--- src/cbc_pkg.sv ---
// constants for the board processor io and branch control block
//----------------------------------------------------------------
// Function
//----------------------------------------------------------------
// Function
// - output drives M(R(X)) then increments R(X)
// - io command lines low outside io
// - input writes memory and D, R(X) kept
// - command lines equal low N bits
// - N3 sets direction on read strobe
// - reset output low during power-up
// - only long branch/skip/nop take three cycles
// - taken long branch loads high then low
// - untaken long branch steps past two bytes
// - short branch replaces only low byte
// - short conditions D DF Q flags; skip byte
// - short skip two cycles, skips one byte
// - true long skip adds two, else continue
// - flags sampled at execute cycle start
// - inverted second timing pulse driven out
// - idle holds in idle state until dma request granted
package cbc_pkg;
	localparam int CBC_TCOUNTS = 8;
	localparam logic [2:0] CBC_T_PULSE_A = 3'h1;
	localparam logic [2:0] CBC_T_PULSE_B = 3'h6;
	localparam logic [2:0] CBC_T_WIN_LO = 3'h4;
	localparam logic [2:0] CBC_T_WIN_HI = 3'h7;
	localparam logic [3:0] CBC_I_IO = 4'h6;
	localparam logic [3:0] CBC_I_SHORT = 4'h3;
	localparam logic [3:0] CBC_I_LONG = 4'hc;
	localparam logic [3:0] CBC_I_SEX = 4'he;
	localparam logic [7:0] CBC_OP_IDLE = 8'h00;
	localparam logic [7:0] CBC_OP_NOP = 8'hc4;
	localparam int CBC_PWRUP_NS = 1000;
	localparam int CBC_CLK_NS = 10;
	localparam int CBC_PWRUP_CYC = (CBC_PWRUP_NS + CBC_CLK_NS - 1) / CBC_CLK_NS;
	typedef enum logic [2:0] {
		CBC_ST_FETCH = 3'b000,
		CBC_ST_EXEC = 3'b001,
		CBC_ST_EXEC2 = 3'b010,
		CBC_ST_DMA = 3'b011,
		CBC_ST_IDLE = 3'b100
	} cbc_state_t;
endpackage

--- src/cbc_core.sv ---
// board processor core: io transfer, branch and skip sequencing
`timescale 1ns/100ps
module cbc_core
	import cbc_pkg::*;
#(
	parameter int PWRUP_CYC = CBC_PWRUP_CYC
) (
	input wire logic clk_sys,
	input wire logic rst_n,
	output logic [15:0] mem_addr,
	input wire logic [7:0] mem_rdata,
	output logic [7:0] mem_wdata,
	output logic mem_we,
	output logic memory_read_strobe,
	input wire logic [7:0] data_bus_in,
	output logic [7:0] data_bus_out,
	output logic data_bus_oe,
	output logic [2:0] io_command_lines,
	output logic io_out_valid,
	input wire logic io_out_ready,
	input wire logic [3:0] external_flag_inputs,
	input wire logic channel_in_request,
	input wire logic channel_out_request,
	output logic dma_grant_indication,
	output logic processor_output_flag,
	output logic second_timing_pulse,
	output logic inverted_second_pulse,
	output logic board_reset_n,
	input wire logic carry_flag,
	input wire logic interrupt_enable_flag,
	input wire logic [3:0] x_select,
	output logic [7:0] d_value,
	output logic [15:0] pc_value
);
	//----------------------------------------
	// state
	//----------------------------------------
	cbc_state_t st_ff, nxt_st;
	logic [2:0] tc_ff;
	logic [7:0] op_ff, nxt_op;
	logic [15:0] pc_ff, nxt_pc;
	logic [15:0] rx_ff, nxt_rx;
	logic [7:0] d_ff, nxt_d;
	logic [7:0] hi_ff, nxt_hi;
	logic q_ff;
	logic cond_ff, nxt_cond;
	logic [3:0] ef_s1_ff, ef_s2_ff, ef_ff;
	logic [7:0] bin_s1_ff, bin_s2_ff;
	logic [1:0] chin_s_ff, chout_s_ff;
	logic [15:0] pwr_cnt_ff;
	logic [7:0] buf0_ff, buf1_ff;
	logic [1:0] bcnt_ff;
	wire cyc_end = (tc_ff == 3'(CBC_TCOUNTS - 1));
	wire [3:0] op_i = op_ff[7:4];
	wire [3:0] op_n = op_ff[3:0];
	wire is_io = (st_ff == CBC_ST_EXEC) && (op_i == CBC_I_IO) && (op_n[2:0] != 3'h0);
	wire io_in = is_io && op_n[3];
	wire io_out = is_io && !op_n[3];
	wire in_win = (tc_ff >= CBC_T_WIN_LO) && (tc_ff <= CBC_T_WIN_HI);
	wire dma_req = !chin_s_ff[1] || !chout_s_ff[1];
	wire buf_full = (bcnt_ff == 2'h2);
	wire out_stall = io_out && cyc_end && buf_full;
	wire step = cyc_end && !out_stall;
	//----------------------------------------
	// condition decode
	//----------------------------------------
	function automatic logic cond_f(input logic [7:0] op, input logic [7:0] d,
		input logic df, input logic q, input logic ie, input logic [3:0] ef);
		logic c;
		c = 1'b0;
		case (op[2:0])
			3'h0: c = 1'b1;
			3'h1: c = q;
			3'h2: c = (d == 8'h00);
			3'h3: c = df;
			3'h4: c = ef[0];
			3'h5: c = ef[1];
			3'h6: c = ef[2];
			3'h7: c = ef[3];
			default: c = 1'b0;
		endcase
		if (op[7:4] == CBC_I_LONG) begin
			if (op[2]) begin
				case (op[1:0])
					2'h0: c = (op[3]) ? ie : 1'b1;
					2'h1: c = !q;
					2'h2: c = (d != 8'h00);
					2'h3: c = !df;
					default: c = 1'b0;
				endcase
				if (op[3] && op[1:0] != 2'h0) begin
					c = !c;
				end
				if (op == CBC_OP_NOP) begin
					c = 1'b0;
				end
			end else if (op[2:0] == 3'h0) begin
				c = 1'b1;
			end
		end
		if (op[3] && !(op[7:4] == CBC_I_LONG && op[2])) begin
			c = !c;
		end
		return c;
	endfunction
	wire cond_now = cond_f(op_ff, d_ff, carry_flag, q_ff, interrupt_enable_flag, ef_ff);
	//----------------------------------------
	// sequencing
	//----------------------------------------
	always_comb begin
		nxt_st = st_ff;
		nxt_op = op_ff;
		nxt_pc = pc_ff;
		nxt_rx = rx_ff;
		nxt_d = d_ff;
		nxt_hi = hi_ff;
		nxt_cond = cond_ff;
		if (step) begin
			case (st_ff)
				CBC_ST_FETCH: begin
					nxt_op = mem_rdata;
					nxt_pc = pc_ff + 16'h0001;
					nxt_st = (mem_rdata == CBC_OP_IDLE) ? CBC_ST_IDLE : CBC_ST_EXEC;
				end
				CBC_ST_IDLE: begin
					nxt_st = dma_req ? CBC_ST_DMA : CBC_ST_IDLE;
				end
				CBC_ST_DMA: begin
					nxt_st = dma_req ? CBC_ST_DMA : CBC_ST_FETCH;
				end
				CBC_ST_EXEC: begin
					nxt_st = CBC_ST_FETCH;
					nxt_cond = cond_now;
					if (op_i == CBC_I_SHORT) begin
						nxt_pc = cond_now ? {pc_ff[15:8], mem_rdata} : pc_ff + 16'h0001;
					end else if (op_i == CBC_I_LONG && op_n != 4'h8 && op_n[2]) begin
						nxt_st = CBC_ST_EXEC2;
						nxt_pc = cond_now ? pc_ff + 16'h0001 : pc_ff;
					end else if (op_i == CBC_I_LONG) begin
						nxt_st = CBC_ST_EXEC2;
						nxt_hi = mem_rdata;
						nxt_pc = pc_ff + 16'h0001;
						nxt_cond = (op_n == 4'h8) ? 1'b0 : cond_now;
					end else if (io_out) begin
						nxt_rx = rx_ff + 16'h0001;
					end else if (io_in) begin
						nxt_d = bin_s2_ff;
					end
				end
				CBC_ST_EXEC2: begin
					nxt_st = CBC_ST_FETCH;
					if (op_n[2] && op_n != 4'h8) begin
						nxt_pc = cond_ff ? pc_ff + 16'h0001 : pc_ff;
					end else begin
						nxt_pc = cond_ff ? {hi_ff, mem_rdata} : pc_ff + 16'h0001;
					end
				end
				default: nxt_st = CBC_ST_FETCH;
			endcase
		end
	end
	always_ff @(posedge clk_sys) begin
		if (!rst_n || !board_reset_n) begin
			st_ff <= CBC_ST_FETCH;
			tc_ff <= 3'h0;
			op_ff <= 8'h00;
			pc_ff <= 16'h0000;
			d_ff <= 8'h00;
			hi_ff <= 8'h00;
			cond_ff <= 1'b0;
		end else begin
			tc_ff <= out_stall ? tc_ff : tc_ff + 3'h1;
			st_ff <= nxt_st;
			op_ff <= nxt_op;
			pc_ff <= nxt_pc;
			d_ff <= nxt_d;
			hi_ff <= nxt_hi;
			cond_ff <= nxt_cond;
		end
	end
	always_ff @(posedge clk_sys) begin
		if (!rst_n) begin
			rx_ff <= 16'h0000;
			q_ff <= 1'b0;
			pwr_cnt_ff <= 16'h0000;
			board_reset_n <= 1'b0;
		end else begin
			rx_ff <= (st_ff == CBC_ST_EXEC && op_i == CBC_I_SEX) ? 16'h0000 : nxt_rx;
			q_ff <= (op_ff == 8'h7b) ? 1'b1 : (op_ff == 8'h7a) ? 1'b0 : q_ff;
			if (pwr_cnt_ff != 16'(PWRUP_CYC)) begin
				pwr_cnt_ff <= pwr_cnt_ff + 16'h0001;
			end
			board_reset_n <= (pwr_cnt_ff == 16'(PWRUP_CYC));
		end
	end
	//----------------------------------------
	// input synchronisers and flag sample
	//----------------------------------------
	always_ff @(posedge clk_sys) begin
		if (!rst_n) begin
			ef_s1_ff <= 4'h0;
			ef_s2_ff <= 4'h0;
			ef_ff <= 4'h0;
			bin_s1_ff <= 8'h00;
			bin_s2_ff <= 8'h00;
			chin_s_ff <= 2'h3;
			chout_s_ff <= 2'h3;
		end else begin
			ef_s1_ff <= external_flag_inputs;
			ef_s2_ff <= ef_s1_ff;
			bin_s1_ff <= data_bus_in;
			bin_s2_ff <= bin_s1_ff;
			chin_s_ff <= {chin_s_ff[0], channel_in_request};
			chout_s_ff <= {chout_s_ff[0], channel_out_request};
			if (step && nxt_st == CBC_ST_EXEC) begin
				ef_ff <= ef_s2_ff;
			end
		end
	end
	//----------------------------------------
	// output byte buffer
	//----------------------------------------
	// push on the step edge, so a byte held off by a full buffer is not lost
	wire buf_push = io_out && cyc_end && !buf_full;
	wire buf_pop = io_out_valid && io_out_ready;
	always_ff @(posedge clk_sys) begin
		if (!rst_n) begin
			bcnt_ff <= 2'h0;
			buf0_ff <= 8'h00;
			buf1_ff <= 8'h00;
		end else begin
			if (buf_pop) begin
				buf0_ff <= buf1_ff;
			end
			if (buf_push) begin
				if (bcnt_ff == 2'h0 || (bcnt_ff == 2'h1 && buf_pop)) begin
					buf0_ff <= mem_rdata;
				end else begin
					buf1_ff <= mem_rdata;
				end
			end
			bcnt_ff <= bcnt_ff + 2'(buf_push) - 2'(buf_pop);
		end
	end
	//----------------------------------------
	// outputs
	//----------------------------------------
	assign io_out_valid = (bcnt_ff != 2'h0);
	assign data_bus_out = buf0_ff;
	assign data_bus_oe = io_out_valid && !io_in;
	assign io_command_lines = is_io ? op_n[2:0] : 3'h0;
	assign memory_read_strobe = is_io && op_n[3];
	assign mem_addr = (is_io) ? rx_ff : pc_ff;
	assign mem_we = io_in && in_win;
	assign mem_wdata = bin_s2_ff;
	assign dma_grant_indication = (st_ff == CBC_ST_DMA);
	assign second_timing_pulse = (tc_ff == CBC_T_PULSE_B);
	assign inverted_second_pulse = !second_timing_pulse;
	assign processor_output_flag = q_ff;
	assign d_value = d_ff;
	assign pc_value = pc_ff;
endmodule

--- config.mk ---
export PLATFORM = sky130hd
export DESIGN_NAME = cbc_core
export DESIGN_NICKNAME = d
export VERILOG_FILES = /design/src/cbc_pkg.sv /design/src/cbc_core.sv
export SDC_FILE = /design/constraint.sdc
export NUM_CORES = 1
export LEC_CHECK = 0
export ABC_AREA = 1
export BUFFER_PORTS_ARGS = -buffer_cell sky130_fd_sc_hd__buf_4
export CAP_MARGIN = 5
export CORE_MARGIN = 4
export CORE_UTILIZATION = 40
export CTS_CLUSTER_DIAMETER = 40
export DETAILED_ROUTE_END_ITERATION = 6
export PLACE_DENSITY = 0.65
export SLEW_MARGIN = 20
export SYNTH_ARGS = -nofsm -noshare
export SYNTH_HDL_FRONTEND = slang
export SYNTH_SLANG_ARGS = --single-unit
--- constraint.sdc ---
create_clock -name clk_sys -period 2.8 [get_ports clk_sys]
set_input_delay 0.56 -clock clk_sys [delete_from_list [all_inputs] [get_ports clk_sys]]
set_output_delay 0.56 -clock clk_sys [all_outputs]
set_load 0.05 [all_outputs]
After elaboration in Yosys (flattened, before gate mapping)
Cells that the tools add are included.
Storage, ports and cells
  register bits: 131
  bits of input ports: 31
  output and inout bits: 68
  logic and storage cells: 168
Operators by class
  equality and inequality tests: 34
  reductions and logical operators: 59
  order comparisons: 2
  bitwise logic cells: 6
  mux-type cells: 39
  $add $sub $neg: 6
Operators with widths (number)
  2-to-1 mux 16 bit: 9
  adder 16 x 1 -> 16 bit, second input constant: 3
  case mux 16 bit (3 select lines): 1
  2-to-1 mux 8 bit: 3
  equality test 3 bit, second input constant: 7
  logical AND 1 bit: 21
  equality test 16 x 7 -> 1 bit, second input constant: 1
  equality test 8 x 7 -> 1 bit, second input constant: 2
  zero test 8 bit: 2
  inequality test 16 x 7 -> 1 bit, second input constant: 1
  2-to-1 mux 1 bit: 15
  zero test 1 bit: 14
  equality test 3 x 2 -> 1 bit, second input constant: 4
  equality test 4 bit, second input constant: 3
  2-to-1 mux 3 bit: 4
  inequality test 4 bit, second input constant: 3
  case mux 3 bit (4 select lines): 1
  AND reduction 6 bit: 2
  AND reduction 5 bit: 2
  equality test 3 x 1 -> 1 bit, second input constant: 3
  equality test 8 bit, second input constant: 1
  2-to-1 mux 2 bit: 4
  case mux 1 bit (8 select lines): 1
  nonzero test 8 bit: 1
  20 further kinds: 38

Longest topological paths before layout
Gate-level depths: netlist of the first run.
  depth in word-level cells: 15
  mapped depth: 16

Least setup slack after synthesis of the first run
Ideal clock, no wire load.
  path type: flip-flop to output port
  start point: register op_ff[2]
  end point: output port mem_we
  stages on the path, launching flop included: 7
  setup slack: -0.236 ns
  arrival: 2.476 ns
  cells stage by stage: dfxtp_1 -> inv_1 -> a21oi_1 -> nand2_2 -> nor2_1 -> nand2_1 -> a31oi_1
Between the ends
  cells in the longest elaborated chain, start to end: 4
Ends and longest elaborated chain
  start: declaration: line cbc_core.sv:40  | logic [7:0] op_ff, nxt_op;
  start signal: assignment: line cbc_core.sv:174  | op_ff <= nxt_op;
  nonzero test 3 bit: line cbc_core.sv:56  | wire is_io = (st_ff == CBC_ST_EXEC) && (op_i == CBC_I_IO) && (op_n[2:0] != 3'h0);
  logical AND 1 bit: line cbc_core.sv:56
  logical AND 1 bit
  net memory_read_strobe: line cbc_core.sv:14  | output logic memory_read_strobe,
  logical AND 1 bit: line cbc_core.sv:254  | assign mem_we = io_in && in_win;
  end: declaration: line cbc_core.sv:13  | output logic mem_we,
The timed path passes the listed nets, and every way through them passes these cells.

Worst setup path in the final report of the first run
  start point: register st_ff[2]
  end point: output port mem_addr[5]
Between the ends
  cells in the longest elaborated chain, start to end: 4
Ends and longest elaborated chain
  start: declaration: line cbc_core.sv:38  | cbc_state_t st_ff, nxt_st;
  start signal: assignment: line cbc_core.sv:173  | st_ff <= nxt_st;
  equality test 3 x 1 -> 1 bit: line cbc_core.sv:56
  logical AND 1 bit (2 in a row): line cbc_core.sv:56
  2-to-1 mux 16 bit: line cbc_core.sv:253  | assign mem_addr = (is_io) ? rx_ff : pc_ff;
  end: declaration: line cbc_core.sv:10  | output logic [15:0] mem_addr,
Every way passes these cells.

==> results of run 1 <==
## power by group through the flow
stage | Combinational (mW) | Clock [mW] | Sequential (mW)
final | 0.231 | 2.20 | 1.91
after global routing | 0.256 | 2.34 | 1.91
after CTS | 0.235 | 2.25 | 1.91
after detailed placement | 0.234 | 0 | 1.95
after global placement | 0.232 | 0 | 1.95
after floorplan | 0.127 | 0 | 1.96
## area by class of cell
cell class                 count  area (um2)
clock buffer                  18       439.2
clock inverter                14       152.6
fill                        1573        7455
inverter                     137       520.5
multi-input combinational    629        3129
sequential                   131        2623
tap                          211       264.0
timing repair buffer         112       844.6
## per-layer routing
metal | routed length (um) | vias to the layer above
li1 | - | 3212
met1 | 7350 | 2710
met2 | 7661 | 145
met3 | 987 | 18
met4 | 227 | 0
met5 | 0 | -
## cells in the mapped netlist (4+ instances only)
cell	count	area (um2)
buf_4	4	30.03
a31oi_1	6	37.54
a21oi_1	85	425.4
a311oi_1	9	78.83
clkbuf_1	19	71.32
xor2_1	15	131.4
o21ai_0	75	375.4
nor3_2	4	40.04
nor4_1	8	50.05
or2_2	4	25.02
nor3_1	21	105.1
nand4_1	11	68.82
nand2_2	7	43.79
nand2_1	216	810.8
inv_1	130	488.0
dfxtp_1	131	2623
nor2_1	80	300.3
nor2_2	7	43.79
nand3_1	43	215.2
a211oi_1	5	37.54
o21ai_1	5	25.02
ha_1	10	125.1
## stage by stage
stage,std cells,util
after floorplan,923,-
after global placement,1216,0.4755
after detailed placement,1216,0.4755
after CTS,1248,0.5144
after global routing,1252,0.5168
final,1252,0.5168
## flip-flops by register name (all words and copies together) (netlist names), 3 cells and up
signal        flops
rx_ff            16
buf1_ff           8
ef_s2_ff          4
mem_wdata         8
ef_s1_ff          4
bin_s1_ff         8
pwr_cnt_ff       16
ef_ff             4
pc_value         16
d_value           8
hi_ff             8
st_ff             3
tc_ff             3
op_ff             8
data_bus_out      8
## how the worst max path moves through the flow
stage	endpoint	cells after the start	slack (ns)	startpoint
after CTS	mem_addr[8]	9	0.03	st_ff[2]$_SDFF_PP0_
after global routing	mem_we	8	0.06	st_ff[2]$_SDFF_PP0_
after floorplan	mem_addr[11]	6	-0.02	op_ff[0]$_SDFFE_PP0P_
after global placement	mem_we	8	0.43	st_ff[2]$_SDFF_PP0_
final	mem_addr[5]	7	0.20	st_ff[2]$_SDFF_PP0_
after detailed placement	buf1_ff[6]$_SDFFE_PN0P_	10	0.40	st_ff[2]$_SDFF_PP0_
## worst min-delay path, cell delays in order
cell	delay, ns
buf_4	0.07
nand2_1	0.04
inv_1	0.04
## logic make-up (layout without fill, tap and decap cells)
logic type	count (synthesis)	count (layout)	synth area share
compound gates	196	196	0.1679
xor+xnor	18	18	0.02474
fa+ha+maj	10	10	0.01963
buf+inv	163	281	0.1003
flops	131	131	0.4115
simple gates	405	405	0.2759
## what timing repair did
action,CTS,global route
resized for setup,2,2
buffers inserted,0,4
setup endpoints to repair,4,7
hold buffers,0,0
==> metrics.txt, run 1 <==
status=completed; CP required=between 2 and 2.5 ns; GR Layer Usage met2=0.3022; total power=4.338 mW; GRT Max-Usage Layer=met2; All-Layer GR Usage=0.1822; Pint=roughly 3.3 mW; Synth Register Bits=roughly 130; first-pass GRT wire length=26810 um; drt pass-1 iters=5; CTS buffer count=17; Buf/Inv on CP=2; family with the most delay on the worst path=simple AND/OR/NAND/NOR gates; Net Sw Frac=0.2364; Syn-to-layout area delta=25.11%; Die Ht=134.2 um; Peak VDD IR=0.5342 mV; maximum root-to-sink buffer count=2; WHS=roughly 0.32 ns; Via density=4.860; Critical Path End Type=output pin; Worst Hold Class=input port to register; setup_tns=0 ns; syn nets=a little under 1000; CTS H-Tree Depth=4; fin crit period=2.597 ns; clk_lat worst skew=0.42 ns; Worst Clk Skew=0.006702 ns; Synth cell types=39; Placement Setup Slack=slightly above 0.4 ns; main flop type after synthesis=dfxtp_1; Final Hold Fails=0; Hold EP=bin_s1_ff[6]$_SDFF_PN0_; Pins Over Slew Limit=0; dpl cell area=between 7000 and 8000 um2; layout cells sized above 1=0.1710; Final WS setup=0.2035 ns; DR WL/cell=12.96 um; total grt overflow=0; Final GP Congestion=0.8863; WS Path Type=register to output pin; DRC errors left=0; Post-synth EDFFs=0; met1 Track Usage GR=0.2262; met3 usage=0.05889; reg2reg end=buf1_ff[6]$_SDFFE_PN0P_; final instance area=7973 um2; Worst Path Arrival=2.04 ns; FFs w/ async S/R, synth=0; routed vias=approximately 6000; io pins=a little under 100; crit path launch type=register; crit-path max FO=18; Final Cycle Share=0.9273; PortBufs=94; Die X=~130 um; core area=15430 um2; # diodes=0; combinational share of power=0.053; Worst-path clk slew=around 0.06 ns; largest net degree at the start of global routing=34; worst hold path cell count=3; row count=45; nets@finish=1069; Syn Area/Cell=6.904 um2; Clock power frac=0.507; Max Cap Viol=0; R2R Path Start=st_ff[2]$_SDFF_PP0_; crit-path cells=nor2_2, nand2_1, nor2_1, nand2_4, buf_6, o21ai_0, buf_4; pwr dens=544.1 nW/um2; worst slew pin tran=0.7485 ns; ANT nets after route=0; initial DRC count=360; commonest non-fill, non-tap cell in the layout=nand2_1; Post-Syn Area=between 6000 and 7000 um2; slowest CP cell=dfxtp_1; sequential share of the synthesized area=0.4115; synthesized instance count=roughly 920; slack of the worst reg-to-reg path=0.42 ns; Initial Util=0.4131; sequential fraction of design power=0.440; Hold Path Origin=data_bus_in[6]; Leakage=3.474 nW; CTS tree=done; root buffer cell=clkbuf_16; cells on worst reg2reg path=11; dpl hpwl=approximately 12000 um; setup violators final=0; Syn. warnings=0; most frequent cells in the layout=nand2_1, dfxtp_1, inv_1; unrepaired setup endpoints after global routing=false; drt total wl=about 16000 um; Slew Limit Headroom=0.5005; DIE AREA=18010 um2; switching power=1.025 mW; vias in the first global route=around 5600; CP peak stage delay=0.35 ns; initial antenna violation count=0; CTS sink count=131; Fmax=0.3851 GHz
Note: power is estimated with default switching activity, not from simulation.
==> run 2, diff against run 1 <==
--- a/config.mk
+++ b/config.mk
@@ -5,14 +5,12 @@
 export SDC_FILE = /design/constraint.sdc
 export NUM_CORES = 1
 export LEC_CHECK = 0
-export ABC_AREA = 1
 export BUFFER_PORTS_ARGS = -buffer_cell sky130_fd_sc_hd__buf_4
 export CAP_MARGIN = 5
 export CORE_MARGIN = 4
 export CORE_UTILIZATION = 40
 export CTS_CLUSTER_DIAMETER = 40
 export DETAILED_ROUTE_END_ITERATION = 6
-export PLACE_DENSITY = 0.65
 export SLEW_MARGIN = 20
 export SYNTH_ARGS = -nofsm -noshare
 export SYNTH_HDL_FRONTEND = slang
==> metrics.txt, run 2 <==
Max Cap Viol=0 (unchanged); vias in the first global route=5139 (-8.3%); row count=44 (-2.2%); setup violators final=0 (unchanged); PortBufs=94 (unchanged); Worst-path clk slew=0.06 ns (about the same); dpl hpwl=11660 um (-5.0%); layout cells sized above 1=0.2288 (+0.05779); main flop type after synthesis=dfxtp_1; WS Path Type=register to output pin; maximum root-to-sink buffer count=2 (unchanged); synthesized instance count=694 (-25%); crit-path max FO=10 (-8); Synth area leaders=dfxtp_1, mux2i_1, nor2_1; top-count cell post-synth=dfxtp_1; ANT nets after route=0 (unchanged); initial antenna violation count=0 (unchanged); Final Hold Fails=0 (unchanged); Synth cell types=67 (+72%); CTS sink count=131 (unchanged); worst slew pin tran=0.8240 ns (+0.07549 ns); crit-path cells=or3b_4, nor4_4, buf_6, buf_12, mux2_2, buf_4; largest net degree at the start of global routing=40 (+18%); io pins=99 (unchanged); final instance area=7794 um2 (-2.2%); Worst Path Arrival=2.15 ns (+0.11 ns); Via density=5.421 (+12%); crit path launch type=register; Post-synth EDFFs=0 (unchanged); Worst Hold Class=input port to register; Final GP Congestion=0.8408 (-5.1%); # diodes=0 (unchanged); Pins Over Slew Limit=0 (unchanged); DR WL/cell=16.20 um (+25%); drt pass-1 iters=5 (unchanged); dpl cell area=7083 um2 (-3.4%); CP required=2.24 ns (about the same); CP peak stage delay=0.42 ns (+0.07 ns); CTS tree=done; Peak VDD IR=0.4228 mV (-21%); initial DRC count=299 (-17%); Syn. warnings=0 (unchanged); Synth Register Bits=131 (unchanged); status=completed; fin crit period=2.706 ns (+0.1099 ns); drt total wl=16150 um (-0.48%); routed vias=5405 (-11%); syn nets=735 (-24%); Non-Filler Instances=997 (-20%); Syn-to-layout area delta=27.96%; top cell type's share of synthesized area=0.4306 (+0.01902); Die Ht=131.4 um (-2.1%); nets@finish=841 (-21%); Initial Util=0.4144 (+0.001311); Finished Core Util=0.5302 (+0.01343); slowest CP cell=or3b_4; commonest non-fill, non-tap cell in the layout=dfxtp_1; Leakage=3.278 nW (-5.7%); most frequent cells in the layout=dfxtp_1, buf_4, nor2_1; CTS H-Tree Depth=4 (unchanged); Fmax=0.3695 GHz (-4.1%); clk_lat worst skew=0.42 ns (about the same); top cells by count, synth=dfxtp_1, nor2_1, nand2_1, mux2i_1, o21ai_0; first-pass GRT wire length=25960 um (-3.2%); FFs w/ async S/R, synth=0 (unchanged); Critical Path End Type=output pin; total power=4.596 mW (+5.9%); DRC errors left=0 (unchanged); Final Cycle Share=0.9666 (+0.03926); DIE AREA=17270 um2 (-4.2%); Post-Syn Area=6091 um2 (-4.4%); core area=14700 um2 (-4.7%); All-Layer GR Usage=0.1838 (+0.001612); total grt overflow=0 (unchanged); area leader, netlist=dfxtp_1; Worst Clk Skew=0.006843 ns (+0.0001411 ns); sequential share of the synthesized area=0.4306 (+0.01902); Die X=131.4 um (-2.1%); Cells after DPL=961 (-21%); pwr dens=589.7 nW/um2 (+8.4%); CTS buffer count=17 (unchanged); Syn Area/Cell=8.776 um2 (+27%); Slew Limit Headroom=0.4501 (-0.05038); root buffer cell=clkbuf_16
run 2: final timing paths:
check | cells after the start | slack (ns) | to | startpoint
max | 6 | 0.09 | mem_addr[12] | st_ff[2]$_SDFF_PP0_
min | 2 | 0.32 | chout_s_ff[0]$_SDFF_PN1_ | channel_out_request
max reg2reg | 8 | 0.13 | st_ff[2]$_SDFF_PP0_ | op_ff[0]$_SDFFE_PP0P_
min reg2reg | 1 | 0.41 | chin_s_ff[1]$_SDFF_PN1_ | chin_s_ff[0]$_SDFF_PN1_
run 2: repair_timing:
action	CTS	global route
pin swaps	1	1
hold buffers	0	0
endpoints found under the hold margin	0	0
resized for setup	1	12
cloned	0	1
buffers inserted	2	1
endpoints found under the setup margin	19	27
run 2: critical path: cells and delay by family (launching register included):
family        cells  cell delay (ns)
simple gates      2             0.57
mux               1             0.34
flops             1             0.31
buf+inv           3             0.50
run 2: kinds of logic (layout without fill, tap and decap cells):
family                     count (synthesis)  in the layout  synth area share
and+or+nand+nor                          289            289            0.2434
xor gates and xnor gates                  23             23           0.03307
muxes                                     63             63            0.1083
AOI/OAI and AO/OA                        120            120            0.1261
adders and majority gates                 10             10           0.02054
buffers and inverters                     58            177           0.03800
DFF                                      131            131            0.4306
run 2: cell type report:
type	count	area, um2
fillers	1311	6905
multi-input cells	505	3248
flip-flops and latches	131	2623
repair buffers	124	994.7
clock buffers	17	425.4
well taps	184	230.2
clock inverters	15	193.9
inverters	21	78.83
run 2: power breakdown:
group | internal [mW] | switching [mW] | total [mW]
clock | 1.43 | 0.897 | 2.32
sequential | 1.90 | 0.0242 | 1.92
combinational | 0.132 | 0.219 | 0.351
run 2: metal layers:
layer	wire length [um]	global-route usage
met1	7158	0.2322
met4	269	0.06068
met3	881	0.05161
met2	7838	0.3043
met5	0	0
run 2: stage by stage:
step                hold WS, ns  setup TNS [ns]  setup WS [ns]
floorplan                0.3863         -0.3316        -0.1658
global placement         0.3973               0         0.1289
detailed placement       0.3978               0        0.06676
CTS                      0.2986               0        0.03676
global route             0.3125     -0.00006217    -0.00006217
finish                   0.3210               0        0.09354
==> run 3, diff against run 2 <==
--- a/config.mk
+++ b/config.mk
@@ -8,9 +8,12 @@
 export BUFFER_PORTS_ARGS = -buffer_cell sky130_fd_sc_hd__buf_4
 export CAP_MARGIN = 5
 export CORE_MARGIN = 4
-export CORE_UTILIZATION = 40
+export CORE_UTILIZATION = 56
 export CTS_CLUSTER_DIAMETER = 40
 export DETAILED_ROUTE_END_ITERATION = 6
+export PLACE_DENSITY = 0.79
+export RECOVER_POWER = 100
+export REMOVE_ABC_BUFFERS = 1
 export SLEW_MARGIN = 20
 export SYNTH_ARGS = -nofsm -noshare
 export SYNTH_HDL_FRONTEND = slang
==> metrics.txt, run 3 (synthesis gave the netlist of run 2 again) <==
DIE AREA=12610 um2 (-27%); Critical Path End Type=output pin; crit-path max FO=13 (+3); Peak VDD IR=0.4330 mV (+2.4%); R2R Path Start=st_ff[2]$_SDFF_PP0_; initial DRC count=330 (+10%); fin crit period=2.884 ns (+0.1773 ns); dpl hpwl=10680 um (-8.4%); Hold Path Origin=channel_in_request; Fmax=0.3468 GHz (-6.1%); Worst Path Arrival=2.32 ns (+0.17 ns); # diodes=0 (unchanged); Worst Hold Class=input port to register; slack of the worst reg-to-reg path=0.08 ns (-0.05 ns); Final GP Congestion=0.9267 (+10%); Clock power frac=0.487 (-0.019); CTS H-Tree Depth=4 (unchanged); drt total wl=15950 um (-1.2%); vias in the first global route=5314 (+3.4%); Final Cycle Share=1.030 (+0.06331); nets@finish=840 (-0.12%); Buf/Inv on CP=3 (unchanged); Slew Limit Headroom=0.2371 (-0.2130); setup_tns=-0.5492 ns (-0.5492 ns); dpl cell area=6984 um2 (-1.4%); most frequent cells in the layout=dfxtp_1, nor2_1, buf_4; Worst-path clk slew=0.07 ns (about the same); CTS sink count=131 (unchanged); sequential fraction of design power=0.435 (+0.017); WS Path Type=register to output pin; layout cells sized above 1=0.1823 (-0.04652); Pint=3.244 mW (-6.1%); CTS buffer count=17 (unchanged); unrepaired setup endpoints after global routing=true; Via density=5.887 (+8.6%); first-pass GRT wire length=26020 um (+0.24%); Initial Util=0.5822 (+0.1678); CTS tree=done; final instance area=7675 um2 (-1.5%); core area=10460 um2 (-29%); status=finished with violations; crit-path cells=or3b_4, nor4_4, buf_6, bufbuf_16, mux2_2, buf_6; Leakage=3.095 nW (-5.6%); slowest CP cell=or3b_4; DRC errors left=0 (unchanged); routed vias=5581 (+3.3%); DR WL/cell=16.82 um (+3.9%); maximum root-to-sink buffer count=2 (unchanged); Final Hold Fails=0 (unchanged); CP required=2.24 ns (about the same); Die Ht=112.3 um (-15%); commonest non-fill, non-tap cell in the layout=dfxtp_1; Die X=112.3 um (-15%); total grt overflow=0 (unchanged); drt pass-1 iters=5 (unchanged); worst setup path start=st_ff[2]$_SDFF_PP0_; ANT nets after route=0 (unchanged); crit path launch type=register; CP peak stage delay=0.41 ns (about the same); worst slew pin tran=1.144 ns (+0.3204 ns); Finished Core Util=0.7336 (+0.2033); setup violators final=14 (+14); PortBufs=94 (unchanged); initial antenna violation count=0 (unchanged); Worst Clk Skew=0.009431 ns (+0.002587 ns); clk_lat worst skew=0.52 ns (+0.10 ns); All-Layer GR Usage=0.2480 (+0.06421); io pins=99 (unchanged); Pins Over Slew Limit=0 (unchanged); family with the most delay on the worst path=buffers and inverters; Net Sw Frac=0.2651 (+0.01700); pwr dens=575.1 nW/um2 (-2.5%); Syn-to-layout area delta=26.01%; most frequent CP cell=buf_6; switching power=1.170 mW (+2.6%); largest net degree at the start of global routing=37 (-7.5%); root buffer cell=clkbuf_8; failing checks=negative setup slack; Final WS setup=-0.08374 ns (-0.1773 ns); Filler Cell Count=785 (-40%); row count=37 (-16%); combinational share of power=0.077 (about the same); Max Cap Viol=0 (unchanged); Placement Setup Slack=-0.03487 ns (-0.1016 ns)
## run 3: cell count changes in the layout (fill, tap and decap cells not counted), moves of 4 or more
cell | previous run | this run
and2_1 | 31 | 13
buf_8 | 0 | 11
and2_0 | 1 | 18
clkbuf_1 | 0 | 43
buf_6 | 9 | 5
buf_4 | 113 | 60
mux2_2 | 13 | 2
mux2_4 | 0 | 11
## run 3: what timing repair did
item,4_1_cts,5_1_grt
setup endpoints to repair,23,40
gates cloned,1,1
pin swaps,1,1
gates resized for setup,20,29
hold buffers,0,0
buffers inserted,3,3
## run 3: final timing paths
| kind | end | cells after the start |
|---|---|---|
| worst max-delay path | mem_addr[14] | 6 |
| worst min-delay path | chin_s_ff[0]$_SDFF_PN1_ | 2 |
| worst max register to register | rx_ff[8]$_SDFFE_PP0P_ | 8 |
| worst min register to register | chout_s_ff[1]$_SDFF_PN1_ | 1 |
## run 3: final cells by class
cell class	count	area, um2	area share
clock buffer	17	414.1	0.05396
clock inverter	15	160.2	0.02087
inverter	21	78.83	0.01027
multi-input combinational	505	3309	0.4312
sequential	131	2626	0.3422
tap	136	170.2	0.02217
timing repair buffer	123	915.9	0.1193
## run 3: layer usage
layer,part of all wire,up-vias,global-route usage
li1,-,2657,-
met1,0.41,2644,0.3029
met2,0.49,233,0.4255
met3,0.072,47,0.06199
met4,0.027,0,0.08734
met5,0,-,0
## run 3: through the flow
step                total power, mW  instances  hold WS, ns
floorplan                     2.170        657       0.3863
global placement              2.288        908       0.3881
detailed placement            2.297        908       0.3924
CTS                           4.423        944       0.2090
global route                  4.561        948       0.2077
finish                        4.414        948       0.2195
## run 3: power groups by stage
stage / logic (mW) / registers [mW] / clock network, mW
after floorplan: 0.199 / 1.97 / 0
after global placement: 0.330 / 1.96 / 0
after detailed placement: 0.337 / 1.96 / 0
after CTS: 0.339 / 1.92 / 2.16
after global routing: 0.370 / 1.92 / 2.27
final: 0.342 / 1.92 / 2.15
